--- src/hdl/rsm_pkg.sv ---
// Purpose: constants and types for the relay switching mode control block
// Assumes: 100 MHz clock, two card slots
package rsm_pkg;
    localparam int RSM_CHANS      = 40;
    localparam int RSM_CHAN_W     = 6;
    localparam int RSM_TYPE_W     = 4;
    localparam int RSM_CLK_NS     = 10;
    localparam int RSM_SETTLE_NS  = 2000000;
    // least time, so round up
    localparam int RSM_SETTLE_CYC = (RSM_SETTLE_NS + RSM_CLK_NS - 1) / RSM_CLK_NS;

    localparam logic       RSM_ORDERED_RST = 1'b1;
    localparam logic       RSM_SINGLE_RST  = 1'b0;
    localparam logic       RSM_PAIR_RST    = 1'b0;
    localparam logic [1:0] RSM_INIT_WAIT   = 2'h3;

    typedef enum logic [3:0] {
        RSM_SET_ORDERED = 4'h0,
        RSM_SET_SINGLE  = 4'h1,
        RSM_SET_PAIR    = 4'h2,
        RSM_QRY_ORDERED = 4'h3,
        RSM_QRY_SINGLE  = 4'h4,
        RSM_QRY_PAIR    = 4'h5,
        RSM_CMD_RESET   = 4'h6,
        RSM_SYS_PRESET  = 4'h7,
        RSM_CLOSE_CH    = 4'h8,
        RSM_OPEN_CH     = 4'h9,
        RSM_OPEN_ALL    = 4'ha
    } rsm_cmd_t;

    typedef enum logic [1:0] {
        RSM_T_INIT = 2'b00,
        RSM_T_IDLE = 2'b01,
        RSM_T_BUSY = 2'b11
    } rsm_top_state_t;

    typedef enum logic {
        RSM_S_IDLE  = 1'b0,
        RSM_S_BREAK = 1'b1
    } rsm_seq_state_t;
endpackage

--- src/hdl/rsm_seq_if.sv ---
// Purpose: carries a relay target from the command logic to the sequencer
// Assumes: start is a one-cycle pulse, only given while busy is low
// Notes:   drive is the registered relay state
interface rsm_seq_if #(parameter int W = 80);
    logic         start;
    logic [W-1:0] target;
    logic         ordered;
    logic         busy;
    logic [W-1:0] drive;
    modport ctl (output start, output target, output ordered, input busy, input drive);
    modport seq (input start, input target, input ordered, output busy, output drive);
endinterface

--- src/hdl/rsm_seq.sv ---
// Purpose: applies a relay target, opening before closing when ordered
// Assumes: start only while not busy
// Notes:   settle wait covers relay release time
module rsm_seq
    import rsm_pkg::*;
#(
    parameter int W             = 2 * RSM_CHANS,
    parameter int SETTLE_CYCLES = RSM_SETTLE_CYC
) (
    input wire logic clock,
    input wire logic resetn,
    rsm_seq_if.seq   sq
);
    localparam int CNT_W = $clog2(SETTLE_CYCLES + 1);

    rsm_seq_state_t state;
    logic [CNT_W-1:0] cnt;
    logic [W-1:0]     pend;
    logic [W-1:0]     drive;

    assign sq.drive = drive;
    assign sq.busy  = (state == RSM_S_BREAK);

    always_ff @(posedge clock or negedge resetn) begin
        if (!resetn) begin
            state <= RSM_S_IDLE;
            cnt   <= '0;
            pend  <= '0;
            drive <= '0;
        end else begin
            unique case (state)
                RSM_S_IDLE: begin
                    if (sq.start) begin
                        pend <= sq.target;
                        // only worth waiting when something opens and something closes
                        if (sq.ordered && |(drive & ~sq.target) && |(sq.target & ~drive)) begin
                            drive <= drive & sq.target;
                            cnt   <= CNT_W'(SETTLE_CYCLES - 1);
                            state <= RSM_S_BREAK;
                        end else begin
                            drive <= sq.target;
                        end
                    end
                end
                RSM_S_BREAK: begin
                    if (cnt == '0) begin
                        drive <= pend;
                        state <= RSM_S_IDLE;
                    end else begin
                        cnt <= cnt - 1'b1;
                    end
                end
            endcase
        end
    end
endmodule

--- src/hdl/rsm_top.sv ---
// Purpose: holds switching mode settings and turns channel commands into relay drive
// Assumes: commands come from logic on the same clock; setup straps are pins
// Notes:   one command at a time, handshake by cmd_valid and cmd_ready
module rsm_top
    import rsm_pkg::*;
#(
    parameter int CHANS         = RSM_CHANS,
    parameter int CHAN_W        = RSM_CHAN_W,
    parameter int TYPE_W        = RSM_TYPE_W,
    parameter int SETTLE_CYCLES = RSM_SETTLE_CYC
) (
    input  wire logic                 clock,
    input  wire logic                 resetn,
    input  wire logic                 cmd_valid,
    input  wire logic [3:0]           cmd_code,
    input  wire logic                 cmd_value,
    input  wire logic                 cmd_slot,
    input  wire logic [CHAN_W-1:0]    cmd_chan,
    input  wire logic                 poweron_ordered,
    input  wire logic                 poweron_single,
    input  wire logic                 poweron_pair,
    input  wire logic [TYPE_W-1:0]    slot0_type,
    input  wire logic [TYPE_W-1:0]    slot1_type,
    input  wire logic                 scan_restricted,
    input  wire logic                 pattern_restricted,
    output logic                      cmd_ready,
    output logic                      resp_valid,
    output logic                      resp_data,
    output logic                      resp_error,
    output logic                      clear_scan_list,
    output logic                      clear_pattern,
    output logic                      ordered_switch_enable,
    output logic                      single_closure_mode,
    output logic                      paired_slot_mode,
    output logic [2*CHANS-1:0]        relay_drive
);
    localparam int W = 2 * CHANS;

    rsm_seq_if #(.W(W)) sq ();

    rsm_seq #(.W(W), .SETTLE_CYCLES(SETTLE_CYCLES)) u_seq (
        .clock  (clock),
        .resetn (resetn),
        .sq     (sq.seq)
    );

    // one bit per slot/channel; mirror bit added in paired slot mode
    function automatic logic [W-1:0] chan_mask(input logic slot, input logic [CHAN_W-1:0] ch,
                                               input logic pair);
        logic [W-1:0] m;
        m = '0;
        m[(slot ? CHANS : 0) + int'(ch)] = 1'b1;
        if (pair) begin
            m[(slot ? 0 : CHANS) + int'(ch)] = 1'b1;
        end
        return m;
    endfunction

    rsm_top_state_t state;
    logic [2:0]     strap_meta;
    logic [2:0]     strap;
    logic [1:0]     init_cnt;
    logic           take;
    logic           chan_ok;
    rsm_cmd_t       code;
    logic [W-1:0]   mask;
    logic           start;
    logic [W-1:0]   target;

    assign take    = cmd_valid && cmd_ready;
    assign code    = rsm_cmd_t'(cmd_code);
    assign chan_ok = int'(cmd_chan) < CHANS;
    assign mask    = chan_ok ? chan_mask(cmd_slot, cmd_chan, paired_slot_mode) : '0;
    assign relay_drive = sq.drive;
    assign sq.start    = start;
    assign sq.target   = target;
    assign sq.ordered  = ordered_switch_enable;

    // straps are pins, so synchronise before use
    always_ff @(posedge clock or negedge resetn) begin
        if (!resetn) begin
            strap_meta <= '0;
            strap      <= '0;
        end else begin
            strap_meta <= {poweron_pair, poweron_single, poweron_ordered};
            strap      <= strap_meta;
        end
    end

    // command flow and handshake
    always_ff @(posedge clock or negedge resetn) begin
        if (!resetn) begin
            state     <= RSM_T_INIT;
            init_cnt  <= '0;
            cmd_ready <= 1'b0;
        end else begin
            unique case (state)
                RSM_T_INIT: begin
                    init_cnt <= init_cnt + 1'b1;
                    if (init_cnt == RSM_INIT_WAIT) begin
                        state     <= RSM_T_IDLE;
                        cmd_ready <= 1'b1;
                    end
                end
                RSM_T_IDLE: begin
                    if (take) begin
                        state     <= RSM_T_BUSY;
                        cmd_ready <= 1'b0;
                    end
                end
                RSM_T_BUSY: begin
                    // new commands wait until the sequencer has left its break wait, if it entered one
                    if (!sq.busy) begin
                        state     <= RSM_T_IDLE;
                        cmd_ready <= 1'b1;
                    end
                end
            endcase
        end
    end

    // mode settings
    always_ff @(posedge clock or negedge resetn) begin
        if (!resetn) begin
            ordered_switch_enable <= RSM_ORDERED_RST;
            single_closure_mode   <= RSM_SINGLE_RST;
            paired_slot_mode      <= RSM_PAIR_RST;
        end else if (state == RSM_T_INIT && init_cnt == RSM_INIT_WAIT) begin
            ordered_switch_enable <= strap[0];
            single_closure_mode   <= strap[1];
            paired_slot_mode      <= strap[2];
        end else if (take) begin
            unique case (code)
                RSM_SET_ORDERED: ordered_switch_enable <= cmd_value;
                RSM_SET_SINGLE:  single_closure_mode   <= cmd_value;
                RSM_SET_PAIR: begin
                    if (!cmd_value || slot0_type == slot1_type) begin
                        paired_slot_mode <= cmd_value;
                    end
                end
                RSM_CMD_RESET, RSM_SYS_PRESET: begin
                    ordered_switch_enable <= RSM_ORDERED_RST;
                    single_closure_mode   <= RSM_SINGLE_RST;
                    paired_slot_mode      <= RSM_PAIR_RST;
                end
                default: ;
            endcase
        end
    end

    // answers and list clearing pulses
    always_ff @(posedge clock or negedge resetn) begin
        if (!resetn) begin
            resp_valid      <= 1'b0;
            resp_data       <= 1'b0;
            resp_error      <= 1'b0;
            clear_scan_list <= 1'b0;
            clear_pattern   <= 1'b0;
        end else begin
            resp_valid      <= 1'b0;
            resp_error      <= 1'b0;
            clear_scan_list <= 1'b0;
            clear_pattern   <= 1'b0;
            if (take) begin
                unique case (code)
                    RSM_QRY_ORDERED: begin
                        resp_valid <= 1'b1;
                        resp_data  <= ordered_switch_enable;
                    end
                    RSM_QRY_SINGLE: begin
                        resp_valid <= 1'b1;
                        resp_data  <= single_closure_mode;
                    end
                    RSM_QRY_PAIR: begin
                        resp_valid <= 1'b1;
                        resp_data  <= paired_slot_mode;
                    end
                    RSM_SET_PAIR: begin
                        if (cmd_value && slot0_type != slot1_type) begin
                            resp_error <= 1'b1;
                        end else if (cmd_value && !paired_slot_mode) begin
                            clear_scan_list <= scan_restricted;
                            clear_pattern   <= pattern_restricted;
                        end
                    end
                    RSM_CLOSE_CH, RSM_OPEN_CH: begin
                        resp_error <= !chan_ok;
                    end
                    default: ;
                endcase
            end
        end
    end

    // relay target for the sequencer
    always_comb begin
        start  = 1'b0;
        target = sq.drive;
        if (take) begin
            unique case (code)
                RSM_CLOSE_CH: begin
                    start = chan_ok;
                    // single closure drops whatever was closed before
                    target = (single_closure_mode ? '0 : sq.drive) | mask;
                end
                RSM_OPEN_CH: begin
                    start  = chan_ok;
                    target = sq.drive & ~mask;
                end
                RSM_OPEN_ALL: begin
                    start  = 1'b1;
                    target = '0;
                end
                RSM_SET_SINGLE: begin
                    start  = cmd_value && !single_closure_mode;
                    target = start ? '0 : sq.drive;
                end
                default: ;
            endcase
        end
    end
endmodule

--- config.mk ---
export PLATFORM = sky130hd
export DESIGN_NAME = rsm_top
export DESIGN_NICKNAME = d
export VERILOG_FILES = /design/src/hdl/rsm_pkg.sv /design/src/hdl/rsm_seq_if.sv /design/src/hdl/rsm_seq.sv /design/src/hdl/rsm_top.sv
export SDC_FILE = /design/constraint.sdc
export NUM_CORES = 1
export LEC_CHECK = 0
export BUFFER_PORTS_ARGS = -buffer_cell sky130_fd_sc_hd__buf_2
export CAP_MARGIN = 15
export CORE_MARGIN = 4
export CORE_UTILIZATION = 51
export DETAILED_ROUTE_END_ITERATION = 16
export PLACE_DENSITY = 0.69
export SLEW_MARGIN = 20
export SYNTH_ARGS = -nofsm -noshare
export SYNTH_HDL_FRONTEND = slang
export SYNTH_SLANG_ARGS = --single-unit
export TNS_END_PERCENT = 50
--- constraint.sdc ---
create_clock -name clock -period 4.6 [get_ports clock]
set_clock_uncertainty 0.15 [all_clocks]
set_input_delay 0.92 -clock clock [delete_from_list [all_inputs] [get_ports clock]]
set_output_delay 0.92 -clock clock [all_outputs]
set_load 0.005 [all_outputs]
==> qor.yml, run 1 <==
dp.cells: 2336
endpoint: "u_seq.cnt[10]"
hold_path_class: "reg -> reg"
vias: 15800
setup_ws_ps: 60.1
hold_viol: 0
yosys.area.top_type_share_pct: 36.9
max_slew_margin_pct: 43.6
clock-root-buffer: "clkbuf_16"
synthTopCellsByArea: "dfrtp_1 37%, o21ai_0 9.8%, nand2_1 7.8%"
pre_cts_slack_ps: -502
yosysUniqueCellTypes: 85
cp_max_fo: 14
grt_usage_pct: 43.8
multi_input_area_mm2: 0.00764
fin_nets: 2061
first_pass_iters: 9
cts_buffer_depth: 2
synth_seq_cells: 198
start_util_pct: 52.4
async_flop_share_pct: 100
vias_per_cell: 6.66
max_freq_ghz: 0.220
antenna_found_initial: 1
die_h_um: 170
crit_start: "cmd_slot"
rsz0062_at_grt: "false"
synth_nets: 1749
p_leak_uw: 0.00714
slew_violations: 0
regArea_mm2: 0.00496
ys_warn_count: 0
grt_pass1_vias: 15000
die_w_um: 170
grt_max_degree: 104
core_area_mm2: 0.0255
p_total_uw: 3890
drive_gt1_share_pct: 24.9
power.density_mw_per_mm2: 229
synth.cell_area_mm2: 0.0133
clk_pin_slew_ps: 90
drt_iter0_markers: 2339
synth_largest_area_cell: "dfrtp_1"
cp-end-kind: "register"
hpwlAfterDp_mm: 48.0
synth.avg_cell_area_um2: 7.79
rows: 58
cts_buffers: 17
r2r_cells: 13
synth_top_flop_cell: "dfrtp_1"
fin_setup_tns_ps: 0
clock_latency_ps: 470
arrival_ps: 4720
required_ps: 4780
reg2reg_slack_ps: 490
fill_cells: 2077
fin_area_mm2: 0.0170
ant_nets: 0
path_class: "in -> reg"
finalCritPeriodShare_pct: 98.7
drt_wl_total_mm: 63.9
die_area_mm2: 0.0288
portBuffers: 116
tightest_slew_ps: 846
cts_tree: "yes"
synthesis.instances: 1713
clock_sinks: 198
outcome: "complete, no violations"
drcViolationCount: 0
setup-violations-final: 0
antenna_cells: 0
seq_area_frac_synth_pct: 37.1
maxCapViolCount: 0
pin_count: 117
synth-edff-count: 0
placed_cell_area_mm2: 0.0163
grt.overflow.total: 0
gp_congestion: 1.12
area_growth_pct: 27.1
cts_max_level: 4
wl_per_cell_um: 27.0
vdd_drop_max_uv: 209
grt_pass1_wl_mm: 95.2
post-route-min-period_ps: 4540
layoutNonFillerInstCount: 2368
crit-reg2reg-launch: "cmd_ready"
cp-start-kind: "input port"
timing.rr.end: "u_seq.cnt[1]"
-- kinds of logic after synthesis --
logic type / Yosys count / synth area share, %
AO/OA/AOI/OAI: 656 / 30.6
XOR/XNOR: 20 / 1.31
adder cells (fa/ha/maj): 8 / 0.750
buffers and inverters: 203 / 6.11
flip-flops: 198 / 37.1
multiplexers: 50 / 3.88
AND/OR/NAND/NOR: 578 / 20.2
-- power by group --
part           switching [µW]  total, µW  internal [µW]
clock network             864       1610            742
registers                15.1       1770           1750
logic                     324        522            198
total                    1200       3890           2690
-- how the worst min path moves through the flow --
stage / to / slack, ps / from / depth (start not counted)
6_report: strap[0] / 210 / strap_meta[0] / 0
5_1_grt: strap[0] / 210 / strap_meta[0] / 0
4_1_cts: strap[0] / 210 / strap_meta[0] / 0
3_5_place_dp: strap[0] / 180 / strap_meta[0] / 0
3_3_place_gp: strap[2] / 180 / strap_meta[2] / 0
2_1_floorplan: strap[0] / 180 / strap_meta[0] / 0
-- Yosys cell counts (all sizes together), types with 5 or more instances --
library cell and instances:
a21oi 153, dfrtp 197, o21a 14, o21bai 8, and2 37, o31ai 6
nand2b 8, o32ai 8, nand4 15, or3 8, a32oi 7, o22a 10
buf 37, nand3 24, xnor2 11, a211oi 5, ha 8, o22ai 35
o211ai 15, clkbuf 89, nor4 12, nor3 29, a22oi 28, mux2i 45
or4 5, a31oi 15, a21o 12, o21ai 263, xor2 9, o2111ai 37
nand2 276, nor2 119, a22o 5, inv 76, and3 6, nor2b 12
-- sequential cells by signal (all words and copies together), names as in the netlist --
register and flops:
resp_error 1, u_seq.cnt 18, init_cnt 2, u_seq.sq.drive 80, strap 3, u_seq.pend 80
resp_valid 1, u_seq.sq.busy 1, state 2, clear_scan_list 1, single_closure_mode 1, paired_slot_mode 1
resp_data 1, clear_pattern 1, strap_meta 3, ordered_switch_enable 1, cmd_ready 1
-- cells in the final DEF (no fill, tap or decap), types with 16 or more instances in the layout --
master,n
nor3_1,27
o2111ai_1,37
o21ai_0,261
nor2_1,115
dfrtp_1,197
clkbuf_16,17
a21oi_1,129
mux2i_1,45
inv_1,76
nand2_1,276
nand3_1,23
buf_2,115
o22ai_1,35
buf_12,16
buf_4,287
and2_1,37
a21oi_2,23
a22oi_1,27
-- cell type report --
type	instances	area share (%)
flip-flops and latches	198	29.2
clock inverters	15	1.03
clock buffers	17	2.51
repair buffers	419	18.1
well taps	330	2.43
multi-input cells	1312	45.0
inverters	77	1.72
-- routing by layer --
layer,part of all wire [%],vias up,track usage [%]
met5,0,-,0
met4,6.8,0,22.3
met3,11,258,9.15
met2,43,1129,67.3
met1,39,7579,58.8
li1,-,6804,-
-- stage by stage --
stage	hold slack [ps]	utilization, %
finish	205	66.6
global route	212	66.6
CTS	205	66.6
detailed placement	185	64.2
global placement	184	64.2
floorplan	181	-
-- critical path: stages --
cell	delay, ps
buf_2	100
inv_1	60
ha_1	440
and2_1	220
a32oi_1	70
buf_4	170
o32ai_4	510
nand2_1	200
a22oi_1	340
o22ai_1	200
or4_4	590
nor4_4	330
a21o_1	310
buf_12	180
nand3_1	70
-- repair_timing --
action	CTS	global route
setup buffers	0	0
hold buffers	0	0
resized for setup	1	1
setup endpoints to repair	20	15
(Power assumes the default switching activity.)
==> run 2: changes to the inputs <==
Settings changed: PLACE_DENSITY 0.69 to 0.7.
==> run 2 against run 1 <==
  * Die area unchanged
  * Flip-flop and latch count did not move
  * Critical path depth down 1
  * Critical endpoint is now u_seq.cnt[1]
==> qor.yml, run 2 (synthesized netlist as in run 1, its figures left out) <==
multi_input_area_mm2: 0.00763  # -0.15%
cts_setup_buffers: 0  # unchanged
final_cell_mix: "276 x nand2_1, 260 x o21ai_0, 234 x buf_4"
antenna_cells: 0  # unchanged
hpwlAfterDp_mm: 48.6  # +1.1%
holdPathStages: 0  # unchanged
grt_pass1_vias: 14700  # -2.1%
drive_gt1_share_pct: 23.2  # -1.7 points
area_growth_pct: 25.3
pin_count: 117  # unchanged
path_class: "in -> reg"
worstHoldStart: "strap_meta[1]"
cp-start-kind: "input port"
grt_max_degree: 80  # -23%
die_h_um: 170  # unchanged
crit-reg2reg-launch: "single_closure_mode"
rows: 58  # unchanged
slew_violations: 0  # unchanged
outcome: "complete, no violations"
reg2reg_slack_ps: 480  # about the same
ant_nets: 0  # unchanged
core_area_mm2: 0.0255  # unchanged
hold_path_class: "reg -> reg"
fin_nets: 2015  # -2.2%
fill_cells: 2149  # +3.5%
cts_max_level: 4  # unchanged
hold_slack_ps: 217  # +11.5 ps
final_util_pct: 65.7  # -0.91 points
drt_wl_total_mm: 63.6  # -0.52%
final_common_cell: "nand2_1"
start_util_pct: 52.4  # unchanged
hold_buffers: 0  # unchanged
portBuffers: 116  # unchanged
crit_slowest_cell: "or4b_1"
grt.overflow.total: 0  # unchanged
post-route-min-period_ps: 4490  # -45.1 ps
reg_top3: "u_seq.pend (80), u_seq.sq.drive (80), u_seq.cnt (18)"
worstPathCellList: "buf_2, inv_1, ha_1, ha_1, or4b_1, o22a_1, buf_12, o21ai_0, o2111ai_1, o21ai_0, nor4_1, and4_1, a22oi_2, mux2_1"
worstHoldEndpoint: "strap[1]"
grt_usage_pct: 43.6  # -0.22 points
first_pass_iters: 8  # -1
cts_buffers: 17  # unchanged
power.density_mw_per_mm2: 238  # +3.8%
clock-root-buffer: "clkbuf_16"
crit_path_max_incr_delay_ps: 550  # -40 ps
clk_pin_slew_ps: 90  # about the same
wl_per_cell_um: 27.4  # +1.4%
finalCritPeriodShare_pct: 97.7  # -0.98 points
vdd_drop_max_uv: 212  # +1.7%
vias: 15500  # -1.6%
cp_max_fo: 15  # +1
rsz0062_at_grt: "false"
timing.rr.end: "u_seq.cnt[10]"
antenna_found_initial: 0  # -1
tightest_slew_ps: 851  # +5.11 ps
clock_latency_ps: 460  # about the same
p_leak_uw: 0.00697  # -2.4%
max_slew_margin_pct: 42.8  # -0.78 points
arrival_ps: 4690  # -30 ps
drcViolationCount: 0  # unchanged
hold_viol: 0  # unchanged
gp_congestion: 1.10  # -2.0%
vias_per_cell: 6.68  # +0.38%
cts_tree: "yes"
clock_sinks: 198  # unchanged
cts_buffer_depth: 2  # unchanged
maxCapViolCount: 0  # unchanged
required_ps: 4790  # about the same
cp-end-kind: "register"
grt_pass1_wl_mm: 94.5  # -0.70%
die_w_um: 170  # unchanged
regArea_mm2: 0.00496  # unchanged
setup-violations-final: 0  # unchanged
die_area_mm2: 0.0288  # unchanged
max_freq_ghz: 0.222  # +1.0%
r2r_cells: 11  # -2
drt_iter0_markers: 2299  # -1.7%
## run 2: cell count changes in the layout (fill, tap and decap cells not counted), moves of 2 or more
cell and delta:
buf_12 +7, buf_4 -53, clkinv_2 -2, inv_12 +2
## run 2: power breakdown
group | switching, µW | internal [µW]
Clock | 885 | 809
Combinational | 323 | 198
Sequential | 20.1 | 1750
## run 2: per-layer routing
metal | up-vias | wire length [µm] | global-route usage (%)
met3 | 253 | 7110 | 8.11
li1 | 6711 | - | -
met4 | 0 | 4040 | 21.0
met5 | - | 0 | 0
met1 | 7456 | 24700 | 59.4
met2 | 1102 | 27800 | 67.3
## run 2: worst max-delay path: cells and delay by family
| kind | cells | cell delay (ps) |
|---|---|---|
| simple gates | 3 | 940 |
| compound gates | 5 | 1580 |
| mux | 1 | 360 |
| fa+ha+maj | 2 | 530 |
| buf+inv | 3 | 360 |
## run 2: metrics by stage
| step | TNS [ps] | total power [µW] | setup WS, ps | cell area, µm² | cells |
|---|---|---|---|---|---|
| floorplan | 0 | 2000 | 352 | 13300 | 1713 |
| detailed placement | -29540 | 2300 | -360 | 16100 | 2290 |
| CTS | 0 | 3960 | 104 | 16700 | 2322 |
| finish | 0 | 3990 | 105 | 16700 | 2322 |
| global placement | -24310 | 2290 | -284 | 16100 | 2290 |
| global route | 0 | 4060 | 64.9 | 16700 | 2322 |
## run 2: repair_timing
item                                   CTS  global route
endpoints found under the hold margin    0             0
setup endpoints to repair                0            32
resized for setup                        0             2
## run 2: area by class of cell
type	count	share of cell area (%)
flip-flops and latches	198	29.6
repair buffers	373	16.8
inverters	77	1.74
multi-input cells	1312	45.6
well taps	330	2.47
clock buffers	17	2.54
clock inverters	15	1.26
## run 2: worst max path at each step
stage	start	end	slack (ps)	cells after the start
6_report	cmd_slot	u_seq.cnt[1]	110	14
3_5_place_dp	cmd_slot	u_seq.sq.drive[76]	-360	18
3_3_place_gp	cmd_slot	u_seq.cnt[10]	-280	17
5_1_grt	cmd_slot	u_seq.sq.drive[49]	60	18
2_1_floorplan	cmd_slot	u_seq.cnt[10]	350	12
4_1_cts	cmd_slot	u_seq.sq.drive[42]	100	18
